`src/core/enclv_regs.svh`:
```
// Purpose: register map, field positions and reset values of the enclave opt-in block
// Assumes: 32-bit AHB-Lite register bus, byte addresses
// Notes: definitions only
`ifndef ENCLV_REGS_SVH
`define ENCLV_REGS_SVH

`define ENCLV_OFS_FCTL 8'h00
`define ENCLV_OFS_CFG 8'h04
`define ENCLV_OFS_MISC 8'h08
`define ENCLV_OFS_MAXSZ 8'h0C
`define ENCLV_OFS_ATTR0 8'h10
`define ENCLV_OFS_ATTR3 8'h1C
`define ENCLV_OFS_QLEAF 8'h20
`define ENCLV_OFS_QSUB 8'h24
`define ENCLV_OFS_QSTAT 8'h28
`define ENCLV_OFS_RES0 8'h30
`define ENCLV_OFS_RES3 8'h3C
`define ENCLV_OFS_IATT 8'h40
`define ENCLV_OFS_IRES 8'h44
`define ENCLV_OFS_SEC 8'h80
`define ENCLV_OFS_SEC_END 8'h9F

`define ENCLV_NSEC 2
`define ENCLV_FCTL_LOCK 0
`define ENCLV_FCTL_EN 18
`define ENCLV_CFG_BASE 0
`define ENCLV_CFG_EXT 1
`define ENCLV_CFG_CAP 2
`define ENCLV_CFG_OVS5 5
`define ENCLV_CFG_OVS6 6
`define ENCLV_W0_OVS5 5
`define ENCLV_W0_OVS6 6
`define ENCLV_L07_CAP 2

`define ENCLV_LEAF_FEAT 32'h0000_0007
`define ENCLV_LEAF_ENCL 32'h0000_0012
`define ENCLV_TYPE_INVALID 4'h0
`define ENCLV_TYPE_SECTION 4'h1
`define ENCLV_PROT_CI 4'h1

`define ENCLV_RST_FCTL 32'h0000_0000
`define ENCLV_RST_CFG 32'h0000_0007
`define ENCLV_RST_MISC 32'h0000_0000
`define ENCLV_RST_MAXSZ 16'h241F
`define ENCLV_RST_ATTR 32'h0000_0000

`endif

```
`src/core/enclv_pkg.sv`:
```
// Purpose: shared types of the enclave opt-in block
// Assumes: constants live in enclv_regs.svh
// Notes: none
package enclv_pkg;

  typedef struct packed {
    logic [31:0] w3;
    logic [31:0] w2;
    logic [31:0] w1;
    logic [31:0] w0;
  } enclv_words_t;

  typedef struct packed {
    logic cap;
    logic base_ops;
    logic ext_ops;
    logic ovs5;
    logic ovs6;
    logic [31:0] misc;
    logic [7:0] max_legacy;
    logic [7:0] max_long;
    logic [127:0] attr_mask;
  } enclv_cfg_t;

  typedef struct packed {
    logic [31:0] base_lo;
    logic [31:0] base_hi;
    logic [31:0] size_lo;
    logic [31:0] size_hi;
  } enclv_sec_t;

  typedef struct packed {
    logic valid;
    logic write;
    logic word;
    logic mapped;
    logic [7:0] addr;
  } enclv_aphase_t;

  typedef enum logic [1:0] {
    ENCLV_GRP_BASE,
    ENCLV_GRP_EXT,
    ENCLV_GRP_OVS_VIRT,
    ENCLV_GRP_OVS_TRACK
  } enclv_group_t;

  typedef enum logic [1:0] {
    ENCLV_EXEC_OK,
    ENCLV_FAULT_UD,
    ENCLV_FAULT_GP
  } enclv_fault_t;

endpackage

```
`src/core/enclv_query.sv`:
```
// Purpose: capability query decode, leaf and sub-leaf to four result words
// Assumes: section entry already selected by the caller
// Notes: purely combinational
`timescale 1ns/100ps
`include "enclv_regs.svh"
module enclv_query import enclv_pkg::*; (
  input wire enclv_cfg_t cfg, // capability configuration
  input wire logic opted_in, // lock and enable both set
  input wire logic [31:0] leaf, // query leaf
  input wire logic [31:0] sub, // query sub-leaf
  input wire enclv_sec_t sec, // section entry for sub-2
  input wire logic sec_in_range, // sub-2 indexes a stored entry
  output enclv_words_t words // result words 0..3
);
  always_comb begin
    words = '0;
    if (leaf == `ENCLV_LEAF_FEAT && sub == 32'h0000_0000) begin
      words.w1[`ENCLV_L07_CAP] = cfg.cap;
    end else if (leaf == `ENCLV_LEAF_ENCL && cfg.cap) begin
      // enable bit deliberately absent from every word
      case (sub)
        32'h0000_0000: begin
          words.w0[`ENCLV_CFG_BASE] = cfg.base_ops;
          words.w0[`ENCLV_CFG_EXT] = cfg.ext_ops;
          words.w0[`ENCLV_W0_OVS5] = cfg.ovs5;
          words.w0[`ENCLV_W0_OVS6] = cfg.ovs6;
          words.w1 = cfg.misc;
          words.w3 = {16'h0000, cfg.max_long, cfg.max_legacy};
        end
        32'h0000_0001: begin
          words = cfg.attr_mask;
        end
        default: begin
          // sections only exist once opted in; anything else is all zero
          if (opted_in && sec_in_range && sec.base_lo[3:0] == `ENCLV_TYPE_SECTION) begin
            words.w0 = {sec.base_lo[31:12], 8'h00, `ENCLV_TYPE_SECTION};
            words.w1 = {12'h000, sec.base_hi[19:0]};
            words.w2 = {sec.size_lo[31:12], 8'h00, sec.size_lo[3:0]};
            words.w3 = {12'h000, sec.size_hi[19:0]};
          end
        end
      endcase
    end
  end
endmodule

```
`src/core/enclv_gate.sv`:
```
// Purpose: outcome of an enclave instruction attempt
// Assumes: flags come from the capability configuration
// Notes: purely combinational
`timescale 1ns/100ps
module enclv_gate import enclv_pkg::*; (
  input wire enclv_cfg_t cfg, // capability configuration
  input wire logic lock, // feature-control lock
  input wire logic enable, // enclave opt-in enable
  input wire enclv_group_t group, // instruction group attempted
  output enclv_fault_t fault // resulting outcome
);
  logic supported;

  always_comb begin
    case (group)
      ENCLV_GRP_BASE: supported = cfg.base_ops;
      ENCLV_GRP_EXT: supported = cfg.ext_ops;
      ENCLV_GRP_OVS_VIRT: supported = cfg.ovs5;
      ENCLV_GRP_OVS_TRACK: supported = cfg.ovs6;
      default: supported = 1'b0;
    endcase
    // undefined opcode outranks the opt-in check
    if (!cfg.cap || !supported) begin
      fault = ENCLV_FAULT_UD;
    end else if (!lock || !enable) begin
      fault = ENCLV_FAULT_GP;
    end else begin
      fault = ENCLV_EXEC_OK;
    end
  end
endmodule

```
`src/core/enclv_top.sv`:
```
// Purpose: enclave opt-in gating and capability enumeration behind an AHB-Lite slave
// Assumes: one hardware thread per instance; single word transfers
// Notes: zero wait state slave, always OKAY
`timescale 1ns/100ps
`include "enclv_regs.svh"
module enclv_top import enclv_pkg::*; (
  input wire logic clock, // core clock, 10 MHz
  input wire logic rst_b, // asynchronous reset, active low
  input wire logic hsel, // slave select
  input wire logic [31:0] haddr, // byte address
  input wire logic [1:0] htrans, // transfer type
  input wire logic hwrite, // write when high
  input wire logic [2:0] hsize, // transfer size
  input wire logic [31:0] hwdata, // write data
  input wire logic hready, // bus ready
  output logic hreadyout, // slave ready
  output logic hresp, // response, always OKAY
  output logic [31:0] hrdata, // read data
  output logic enclave_opted_in // lock and enable both set
);
  enclv_aphase_t aphase;
  enclv_aphase_t next_aphase;
  logic [31:0] hrdata_q;
  logic [31:0] next_hrdata;

  logic fctl_lock;
  logic fctl_en;
  logic next_fctl_lock;
  logic next_fctl_en;
  logic opted;
  logic next_opted;

  // every piece of enumeration state lives in this instance alone: one hardware thread
  enclv_cfg_t cfg;
  enclv_cfg_t next_cfg;
  enclv_sec_t sec_mem [`ENCLV_NSEC];
  enclv_sec_t next_sec_mem [`ENCLV_NSEC];

  logic [31:0] qleaf;
  logic [31:0] next_qleaf;
  logic [31:0] qsub;
  logic [31:0] next_qsub;
  enclv_words_t qres;
  enclv_words_t next_qres;
  logic qdone;
  logic next_qdone;
  enclv_words_t q_words;
  enclv_sec_t q_sec;
  logic q_in_range;
  logic [31:0] q_idx;

  enclv_group_t igrp;
  enclv_group_t next_igrp;
  enclv_fault_t ires;
  enclv_fault_t next_ires;
  enclv_fault_t gate_fault;

  logic wr_go;
  logic [7:0] wr_ofs;

  function automatic logic in_sec(input logic [7:0] ofs);
    in_sec = ofs >= `ENCLV_OFS_SEC && ofs <= `ENCLV_OFS_SEC_END;
  endfunction

  function automatic logic [31:0] attr_word(input logic [127:0] mask, input logic [1:0] n);
    attr_word = mask[n * 32 +: 32];
  endfunction

  // bus address phase; only aligned word writes are acted on
  always_comb begin
    next_aphase = aphase;
    if (hready) begin
      next_aphase.valid = hsel && htrans[1];
      next_aphase.write = hwrite;
      next_aphase.word = hsize == 3'h2 && haddr[1:0] == 2'h0;
      next_aphase.mapped = haddr[31:8] == 24'h00_0000;
      next_aphase.addr = haddr[7:0];
    end
  end

  assign wr_go = aphase.valid && aphase.write && aphase.word && aphase.mapped;
  assign wr_ofs = aphase.addr;

  // feature-control: writable until locked, enable shares the lock semantics
  always_comb begin
    next_fctl_lock = fctl_lock;
    next_fctl_en = fctl_en;
    if (wr_go && wr_ofs == `ENCLV_OFS_FCTL && !fctl_lock) begin
      next_fctl_lock = hwdata[`ENCLV_FCTL_LOCK];
      next_fctl_en = hwdata[`ENCLV_FCTL_EN];
    end
    next_opted = next_fctl_lock && next_fctl_en;
  end

  // configuration written by firmware; reset values give a usable device
  always_comb begin
    next_cfg = cfg;
    for (int i = 0; i < `ENCLV_NSEC; i++) begin
      next_sec_mem[i] = sec_mem[i];
    end
    if (wr_go) begin
      case (wr_ofs)
        `ENCLV_OFS_CFG: begin
          next_cfg.base_ops = hwdata[`ENCLV_CFG_BASE];
          next_cfg.ext_ops = hwdata[`ENCLV_CFG_EXT];
          next_cfg.cap = hwdata[`ENCLV_CFG_CAP];
          next_cfg.ovs5 = hwdata[`ENCLV_CFG_OVS5];
          next_cfg.ovs6 = hwdata[`ENCLV_CFG_OVS6];
        end
        `ENCLV_OFS_MISC: next_cfg.misc = hwdata;
        `ENCLV_OFS_MAXSZ: begin
          next_cfg.max_legacy = hwdata[7:0];
          next_cfg.max_long = hwdata[15:8];
        end
        default: begin
          if (wr_ofs >= `ENCLV_OFS_ATTR0 && wr_ofs <= `ENCLV_OFS_ATTR3) begin
            next_cfg.attr_mask[wr_ofs[3:2] * 32 +: 32] = hwdata;
          end
          if (in_sec(wr_ofs)) begin
            case (wr_ofs[3:2])
              2'h0: next_sec_mem[wr_ofs[4]].base_lo = hwdata;
              2'h1: next_sec_mem[wr_ofs[4]].base_hi = hwdata;
              2'h2: next_sec_mem[wr_ofs[4]].size_lo = hwdata;
              default: next_sec_mem[wr_ofs[4]].size_hi = hwdata;
            endcase
          end
        end
      endcase
    end
  end

  // query: writing the sub-leaf launches it and latches all four words at once
  // sub-leaf 0, sub-leaf 1 and the two stored sections fill sub-leaves 0 to 3
  assign q_idx = qsub - 32'h0000_0002;
  assign q_in_range = qsub >= 32'h0000_0002 && q_idx < `ENCLV_NSEC;
  assign q_sec = sec_mem[q_idx[0]];

  enclv_query u_query (
    .cfg(cfg),
    .opted_in(opted),
    .leaf(qleaf),
    .sub(qsub),
    .sec(q_sec),
    .sec_in_range(q_in_range),
    .words(q_words)
  );

  always_comb begin
    next_qleaf = qleaf;
    next_qsub = qsub;
    next_qres = qres;
    next_qdone = qdone;
    if (wr_go && wr_ofs == `ENCLV_OFS_QLEAF) begin
      next_qleaf = hwdata;
      next_qdone = 1'b0;
    end
    if (wr_go && wr_ofs == `ENCLV_OFS_QSUB) begin
      next_qsub = hwdata;
      next_qdone = 1'b0;
    end
    // the answer follows one cycle after the sub-leaf write
    if (!qdone && !(wr_go && (wr_ofs == `ENCLV_OFS_QSUB || wr_ofs == `ENCLV_OFS_QLEAF))) begin
      next_qres = q_words;
      next_qdone = 1'b1;
    end
  end

  // instruction attempt: the group written is judged against the opt-in state
  enclv_gate u_gate (
    .cfg(cfg),
    .lock(fctl_lock),
    .enable(fctl_en),
    .group(igrp),
    .fault(gate_fault)
  );

  always_comb begin
    next_igrp = igrp;
    next_ires = gate_fault;
    if (wr_go && wr_ofs == `ENCLV_OFS_IATT) begin
      next_igrp = enclv_group_t'(hwdata[1:0]);
    end
  end

  // read data is prepared in the address phase so the data phase needs no wait
  always_comb begin
    next_hrdata = 32'h0000_0000;
    if (hready && hsel && htrans[1] && !hwrite && haddr[31:8] == 24'h00_0000) begin
      case (haddr[7:0])
        `ENCLV_OFS_FCTL: begin
          next_hrdata[`ENCLV_FCTL_LOCK] = fctl_lock;
          next_hrdata[`ENCLV_FCTL_EN] = fctl_en;
        end
        `ENCLV_OFS_CFG: begin
          next_hrdata[`ENCLV_CFG_BASE] = cfg.base_ops;
          next_hrdata[`ENCLV_CFG_EXT] = cfg.ext_ops;
          next_hrdata[`ENCLV_CFG_CAP] = cfg.cap;
          next_hrdata[`ENCLV_CFG_OVS5] = cfg.ovs5;
          next_hrdata[`ENCLV_CFG_OVS6] = cfg.ovs6;
        end
        `ENCLV_OFS_MISC: next_hrdata = cfg.misc;
        `ENCLV_OFS_MAXSZ: next_hrdata = {16'h0000, cfg.max_long, cfg.max_legacy};
        `ENCLV_OFS_QLEAF: next_hrdata = qleaf;
        `ENCLV_OFS_QSUB: next_hrdata = qsub;
        `ENCLV_OFS_QSTAT: next_hrdata = {30'h0000_0000, opted, qdone};
        `ENCLV_OFS_IATT: next_hrdata = {30'h0000_0000, igrp};
        `ENCLV_OFS_IRES: next_hrdata = {30'h0000_0000, ires};
        default: begin
          if (haddr[7:0] >= `ENCLV_OFS_ATTR0 && haddr[7:0] <= `ENCLV_OFS_ATTR3) begin
            next_hrdata = attr_word(cfg.attr_mask, haddr[3:2]);
          end
          if (haddr[7:0] >= `ENCLV_OFS_RES0 && haddr[7:0] <= `ENCLV_OFS_RES3) begin
            next_hrdata = attr_word(qres, haddr[3:2]);
          end
          if (in_sec(haddr[7:0])) begin
            case (haddr[3:2])
              2'h0: next_hrdata = sec_mem[haddr[4]].base_lo;
              2'h1: next_hrdata = sec_mem[haddr[4]].base_hi;
              2'h2: next_hrdata = sec_mem[haddr[4]].size_lo;
              default: next_hrdata = sec_mem[haddr[4]].size_hi;
            endcase
          end
        end
      endcase
    end
  end

  always_ff @(posedge clock or negedge rst_b) begin
    if (!rst_b) begin
      aphase <= '0;
      hrdata_q <= 32'h0000_0000;
      hreadyout <= 1'b1;
      hresp <= 1'b0;
      fctl_lock <= 1'(`ENCLV_RST_FCTL >> `ENCLV_FCTL_LOCK);
      fctl_en <= 1'(`ENCLV_RST_FCTL >> `ENCLV_FCTL_EN);
      opted <= 1'b0;
      enclave_opted_in <= 1'b0;
      cfg.cap <= 1'(`ENCLV_RST_CFG >> `ENCLV_CFG_CAP);
      cfg.base_ops <= 1'(`ENCLV_RST_CFG >> `ENCLV_CFG_BASE);
      cfg.ext_ops <= 1'(`ENCLV_RST_CFG >> `ENCLV_CFG_EXT);
      cfg.ovs5 <= 1'(`ENCLV_RST_CFG >> `ENCLV_CFG_OVS5);
      cfg.ovs6 <= 1'(`ENCLV_RST_CFG >> `ENCLV_CFG_OVS6);
      cfg.misc <= `ENCLV_RST_MISC;
      cfg.max_legacy <= 8'(`ENCLV_RST_MAXSZ);
      cfg.max_long <= 8'(`ENCLV_RST_MAXSZ >> 8);
      cfg.attr_mask <= {4{`ENCLV_RST_ATTR}};
      for (int i = 0; i < `ENCLV_NSEC; i++) begin
        sec_mem[i] <= '0;
      end
      qleaf <= 32'h0000_0000;
      qsub <= 32'h0000_0000;
      qres <= '0;
      qdone <= 1'b0;
      igrp <= ENCLV_GRP_BASE;
      ires <= ENCLV_FAULT_UD;
    end else begin
      aphase <= next_aphase;
      hrdata_q <= next_hrdata;
      hreadyout <= 1'b1;
      hresp <= 1'b0;
      fctl_lock <= next_fctl_lock;
      fctl_en <= next_fctl_en;
      opted <= next_opted;
      enclave_opted_in <= next_opted;
      cfg <= next_cfg;
      for (int i = 0; i < `ENCLV_NSEC; i++) begin
        sec_mem[i] <= next_sec_mem[i];
      end
      qleaf <= next_qleaf;
      qsub <= next_qsub;
      qres <= next_qres;
      qdone <= next_qdone;
      igrp <= next_igrp;
      ires <= next_ires;
    end
  end

  assign hrdata = hrdata_q;
endmodule

```
`config.mk`:
```
export PLATFORM = sky130hd
export DESIGN_NAME = enclv_top
export DESIGN_NICKNAME = d
export VERILOG_FILES = /design/src/core/enclv_pkg.sv /design/src/core/enclv_query.sv /design/src/core/enclv_gate.sv /design/src/core/enclv_top.sv
export VERILOG_INCLUDE_DIRS = /design/src /design/src/core
export SDC_FILE = /design/constraint.sdc
export NUM_CORES = 1
export LEC_CHECK = 0
export BUFFER_PORTS_ARGS = -buffer_cell sky130_fd_sc_hd__buf_2
export CAP_MARGIN = 20
export CELL_PAD_IN_SITES_DETAIL_PLACEMENT = 1
export CELL_PAD_IN_SITES_GLOBAL_PLACEMENT = 2
export CORE_UTILIZATION = 39
export CTS_CLUSTER_SIZE = 12
export DETAILED_ROUTE_END_ITERATION = 10
export PLACE_DENSITY_LB_ADDON = 0.1
export SLEW_MARGIN = 5
export SYNTH_ARGS = -nofsm -noshare
export SYNTH_HDL_FRONTEND = slang
export SYNTH_SLANG_ARGS = --single-unit
```
`constraint.sdc`:
```
create_clock -name clock -period 3.8 [get_ports clock]
set_clock_uncertainty 0.05 [all_clocks]
set_input_delay 0.57 -clock clock [delete_from_list [all_inputs] [get_ports clock]]
set_output_delay 0.57 -clock clock [all_outputs]
set_load 0.05 [all_outputs]
```
==> results.yml, run 1 <==
yosys:
  synth_top_area_cell: "dfrtp_1"
  synth_seq_area_share: 0.523
  ys_warn_count: 0
  ys.flop_type: "dfrtp_1"
  synth_top_area_frac: 0.514
  synth.net_count: 2947
  synthArstFlopShare: 1.00
  netlist_area_um2: 32600
  synthTopCellsByArea: "dfrtp_1, a22o_1, mux4_2"
  syn_inst: 2866
  yosysUniqueCellTypes: 77
  ys_seq_elements: 681
  syn_area_per_cell_um2: 11.4
  synth_edf_count: 0
clock_tree:
  cts-root-buf: "clkbuf_16"
  post_cts_buffers: 0
  clockBufferDepth: 3
  cts_tree: "yes"
  clk_latency_ns: 0.63
  clkTransAtPathRegs_ns: 0.06
  cts_buffers: 80
  cts.sinks: 681
  h-tree-depth: 3
timing:
  final-setup-viol-count: 0
  setup_ws_ns: 0.0978
  slew_headroom: 0.239
  fin_setup_tns_ns: 0
  fin_hold_ws_ns: 0.162
  period_needed_ns: 3.70
  rsz0062_at_grt: "no"
  max_freq_mhz: 270
  period_share: 0.974
  tightest_slew_ns: 1.14
  hold_viol: 0
  finalMaxSlewViolations: 0
setup_path:
  start_kind: "flop"
  slowest_stage: "or4_1"
  crit_family: "simple AND/OR/NAND/NOR gates"
  path_class: "reg -> reg"
  cp_slowest_stage_delay_ns: 0.60
  path_cells: "or4_1 > or4_4 > o31a_1 > or4b_1 > or4b_4 > a21oi_4 > buf_12 > a22o_1"
  end_kind: "flop"
  path_buf_inv: 1
  arrival_ns: 4.20
  cp_max_fo: 18
  cp.required_ns: 4.30
finish:
  syn2layout_area_growth_pct: 14.8
  drive_above_1_share: 0.216
  design_area_um2: 37400
  fillers: 8631
  final_nets: 2975
place:
  port-buffer-count: 105
  place_worst_setup_slack_ns: 0.123
  gp_congestion: 0.854
  dpl_cell_area_um2: 34700
  dpl.hpwl_um: 76300
power:
  p_per_area_nw_per_um2: 442
  leakage_nw: 16.3
  max-vdd-ir-drop_uv: 386
  total_power_mw: 16.6
global_routing:
  grt_pass1_wl_um: 190000
  grt-ovfl-total: 0
  antenna_found_initial: 9
  grt_usage: 0.303
  grt_start_max_net_pins: 96
  grt_pass1_vias: 27500
die:
  core-area_um2: 82400
  die-height_um: 291
  dieWidth_um: 291
  rows: 105
  initial_core_util: 0.396
  dieArea_um2: 84700
  ioPinCount: 109
job:
  cap_violations: 0
route:
  drt_pass1_iterations: 5
  vias: 25700
  detail_route.wl_per_cell_um: 31.6
  viasPerCell: 6.37
  drt-total-wl_um: 127000
  ant_nets: 0
  drc: 0
  drt_iter0_markers: 1921
status:
  status: "finished, final reports clean"
hold_path:
  hold_path.class: "in -> reg"
==> cells in the final DEF, fill, tap and decap left out, types with 7 or more instances in the layout <==
cell / count
a222oi_1: 31
o21ai_0: 244
clkbuf_8: 19
nand2_2: 8
buf_2: 101
buf_12: 28
mux4_2: 81
mux4_4: 9
bufinv_16: 7
nand4_1: 12
a22oi_1: 52
a21oi_1: 62
mux4_1: 11
a221oi_1: 12
dfstp_2: 11
a22o_1: 320
clkbuf_1: 27
clkbuf_16: 83
dfrtp_1: 669
o22ai_1: 13
nor3_1: 16
o221ai_1: 48
mux2_2: 137
ha_1: 7
nor4_1: 26
nor2_1: 112
nand2_1: 322
mux2i_1: 109
inv_1: 101
buf_4: 90
o211ai_1: 39
==> kinds of logic (layout without fill, tap and decap cells) <==
family	after synthesis	after routing	share of synthesized area
xor gates and xnor gates	3	3	0.000806
other	2	3	0.000230
AOI/OAI and AO/OA	853	853	0.190
buffers and inverters	380	473	0.0479
and+or+nand+nor	593	593	0.0823
muxes	347	347	0.153
adders and majority gates	7	7	0.00269
DFF	681	681	0.523
==> path summary, 6_finish.rpt <==
kind	from	to	slack, ns	cells past startpoint
setup / recovery	qsub[5]	qres[49]	0.1	8
hold / removal	haddr[1]	wr_ofs[1]	0.16	2
setup reg to reg	qsub[5]	qres[49]	0.1	8
hold reg to reg	qres[6]	qres[6]	0.43	2
max in group asynchronous	rst_b	cfg[133]	2.08	3
min in group asynchronous	rst_b	cfg[8]	0.55	2
==> metal layers <==
| metal | global-route usage | routed length (µm) |
|---|---|---|
| met2 | 0.498 | 61100 |
| met3 | 0.0420 | 6700 |
| met1 | 0.410 | 55100 |
| met5 | 0 | 47 |
| met4 | 0.104 | 4520 |
==> state kept, by name, indices dropped and copies added (netlist names), 2 cells and up <==
register	cells
sec_mem	256
cfg	181
qres	128
hrdata	32
qleaf	32
qsub	32
wr_ofs	8
aphase	4
igrp	2
ires	2
==> per-stage QoR <==
stage	std cells	utilization
after global placement	3881	0.421
after floorplan	2866	-
after detailed placement	3881	0.421
after global routing	4029	0.454
final	4030	0.454
after CTS	4029	0.454
==> report_power, final <==
group          total [mW]  switching (mW)  internal, mW
Sequential           7.43          0.0932          7.33
Clock                8.05            3.19          4.86
Combinational        1.07           0.752         0.320
==> Yosys cell counts (all sizes together), types with 6 or more instances <==
cell type and number:
dfrtp 670, nand2 330, a22o 320, o21ai 246, clkbuf 232, mux2 137, nor2 114, mux2i 109
inv 101, mux4 101, a21oi 63, a22oi 52, o221ai 48, buf 44, o211ai 39, a222oi 31
nor4 28, nor3 20, o22ai 13, a221oi 12, nand4 12, or4 12, dfstp 11, nand2b 8
and2 7, ha 7, nor2b 7, or3 7, and3 6, nand3 6, nor3b 6, nor4b 6
o21a 6
==> repair_timing <==
action | CTS | global route
resized for setup | 0 | 1
hold buffers | 1 | 0
setup endpoints to repair | 0 | 23
endpoints found under the hold margin | 50 | 0
==> area by class of cell <==
cell class                      count  area, µm²  area share
Sequential cell                   681      17100       0.456
Multi-Input combinational cell   1805      14100       0.377
Clock buffer                      129       2440      0.0652
Timing Repair Buffer              224       1800      0.0481
Tap cell                         1070       1340      0.0358
Inverter                          102        383      0.0102
Clock inverter                     18        282     0.00752
Antenna cell                        1       2.50   0.0000668
(Power assumes the default switching activity.)
==> inputs of run 2 (changes only) <==
==> constraint.sdc (replaced) <==
create_clock -name clock -period 3.8 [get_ports clock]
set_clock_uncertainty 0.05 [all_clocks]
set_input_delay 0.19 -clock clock [delete_from_list [all_inputs] [get_ports clock]]
set_output_delay 0.19 -clock clock [all_outputs]
set_load 0.05 [all_outputs]
==> run 2 against run 1 <==
Effect of this change: maximum frequency increased by 1.2%; sequential power about the same; worst hold slack got worse by 0.13 ns; clock power decreased by 4.7%; wire length increased by 0.93%; highest routed layer unchanged.
==> results.yml, run 2 (same netlist as run 1, synthesis figures left out) <==
clock_tree:
  clkTransAtPathRegs_ns: 0.05
  cts-root-buf: "clkbuf_16"
  h-tree-depth: 3
  clk_latency_ns: 0.65
  cts.sinks: 681
  cts.repair.resized: 0
  clockBufferDepth: 3
  cts_tree: "yes"
  cts_buffers: 80
finish:
  top_regs: "sec_mem: 256 flops, cfg: 181 flops, qres: 128 flops"
  fillers: 8582
  final_nets: 3024
  syn2layout_area_growth_pct: 15.8
  final_common_cell: "dfrtp_1"
  final_cell_mix: "dfrtp_1, nand2_1, a22o_1, o21ai_0, mux2_2"
  max_flop_register: "sec_mem"
  drive_above_1_share: 0.213
  design_area_um2: 37700
  largest_reg_flops: 256
route:
  ant_nets: 0
  vias: 25800
  viasPerCell: 6.34
  drc: 0
  drt_iter0_markers: 2007
  detail_route.wl_per_cell_um: 31.6
  drt_pass1_iterations: 7
  drt-total-wl_um: 129000
setup_path:
  path_cells: "or4_1 > or4_4 > o31a_1 > or4b_1 > or4b_4 > a21oi_4 > buf_12 > a22o_1"
  start_kind: "flop"
  end_kind: "flop"
  cp_slowest_stage_delay_ns: 0.62
  cp_num_cells: 8
  cp_max_fo: 18
  path_buf_inv: 1
  r2r_setup_slack_ns: 0.14
  arrival_ns: 4.18
  startpoint: "qsub[11]"
  crit_family: "simple AND/OR/NAND/NOR gates"
  r2r.worst_path.cells: 8
  rr_startpoint: "qsub[11]"
  slowest_stage: "or4_4"
  worstSetupEndpoint: "qres[106]"
  cp.required_ns: 4.32
  path_class: "reg -> reg"
  r2r_end: "qres[106]"
die:
  ioPinCount: 109
  rows: 105
  die-height_um: 291
  core-area_um2: 82400
  initial_core_util: 0.396
  dieWidth_um: 291
  dieArea_um2: 84700
place:
  dpl.hpwl_um: 76700
  dpl_cell_area_um2: 34700
  port-buffer-count: 105
  gp_congestion: 0.842
global_routing:
  grt_usage: 0.307
  grt_pass1_vias: 27400
  grt_start_max_net_pins: 97
  grt_pass1_wl_um: 192000
  grt-ovfl-total: 0
  antenna_found_initial: 6
timing:
  final-setup-viol-count: 0
  rsz0062_at_grt: "no"
  max_freq_mhz: 273
  period_needed_ns: 3.66
  finalMaxSlewViolations: 0
  fin_setup_tns_ns: 0
  slew_headroom: 0.295
  tightest_slew_ns: 1.05
  hold_viol: 0
  fin_hold_ws_ns: 0.0344
  period_share: 0.963
power:
  p_per_area_nw_per_um2: 430
  clkPwrFrac: 0.473
  leakage_nw: 16.5
  switching_share: 0.249
  intPower_mw: 12.2
  p_sw_mw: 4.04
  max-vdd-ir-drop_uv: 345
  p_comb_frac: 0.068
  power_frac_seq: 0.458
  total_power_mw: 16.2
hold_path:
  hold_path.class: "in -> reg"
status:
  status: "finished, final reports clean"
job:
  cap_violations: 0
-- run 2: layout make-up --
class                           instances  area [µm²]  share of cell area
Clock buffer                          127        2460              0.0652
Inverter                              102         383              0.0101
Sequential cell                       681       17100               0.452
Timing Repair Buffer                  273        2250              0.0597
Tap cell                             1070        1340              0.0355
Clock inverter                         13         109             0.00288
Antenna cell                            2        5.00            0.000133
Multi-Input combinational cell       1805       14100               0.374
-- run 2: how the worst min path moves through the flow --
stage	from	end	slack, ns	depth (start not counted)
2_1_floorplan	rst_b	aphase[10]	-0.16	0
3_3_place_gp	rst_b	qres[7]	0.30	1
3_5_place_dp	rst_b	cfg[7]	0.28	1
4_1_cts	haddr[16]	aphase[8]	0.006	5
5_1_grt	haddr[29]	aphase[8]	0.05	5
6_report	haddr[19]	aphase[8]	0.03	5
-- run 2: routing by layer --
layer	wire (µm)	part of all wire	track usage	vias up
met5	28	0.00022	0	-
met4	4220	0.033	0.105	4
met3	6590	0.051	0.0387	239
met2	61600	0.48	0.500	931
met1	56200	0.44	0.423	13800
li1	-	-	-	10800
-- run 2: power by group through the flow --
stage	registers (mW)	clock network [mW]	logic, mW
floorplan	7.52	0	0.515
global placement	7.55	0	1.05
detailed placement	7.56	0	1.07
CTS	7.43	7.82	1.12
global route	7.43	8.08	1.19
finish	7.43	7.67	1.11
-- run 2: tightest hold or removal path, delay by kind of cell --
family | cells | cell delay, ns
and+or+nand+nor | 3 | 0.14
muxes | 1 | 0.27
buffers and inverters | 1 | 0.08
-- run 2: repair_timing --
item	CTS	global route
setup buffers	0	0
setup endpoints to repair	0	0
hold buffers	49	0
hold endpoints to repair	445	0
-- run 2: per-stage QoR --
step                      utilization  instances  worst slack [ns]
after floorplan                     -       2866             0.108
after global placement          0.421       3882             0.148
after detailed placement        0.421       3882             0.144
after CTS                       0.458       4071             0.120
after global routing            0.458       4072            0.0186
final                           0.458       4073             0.142
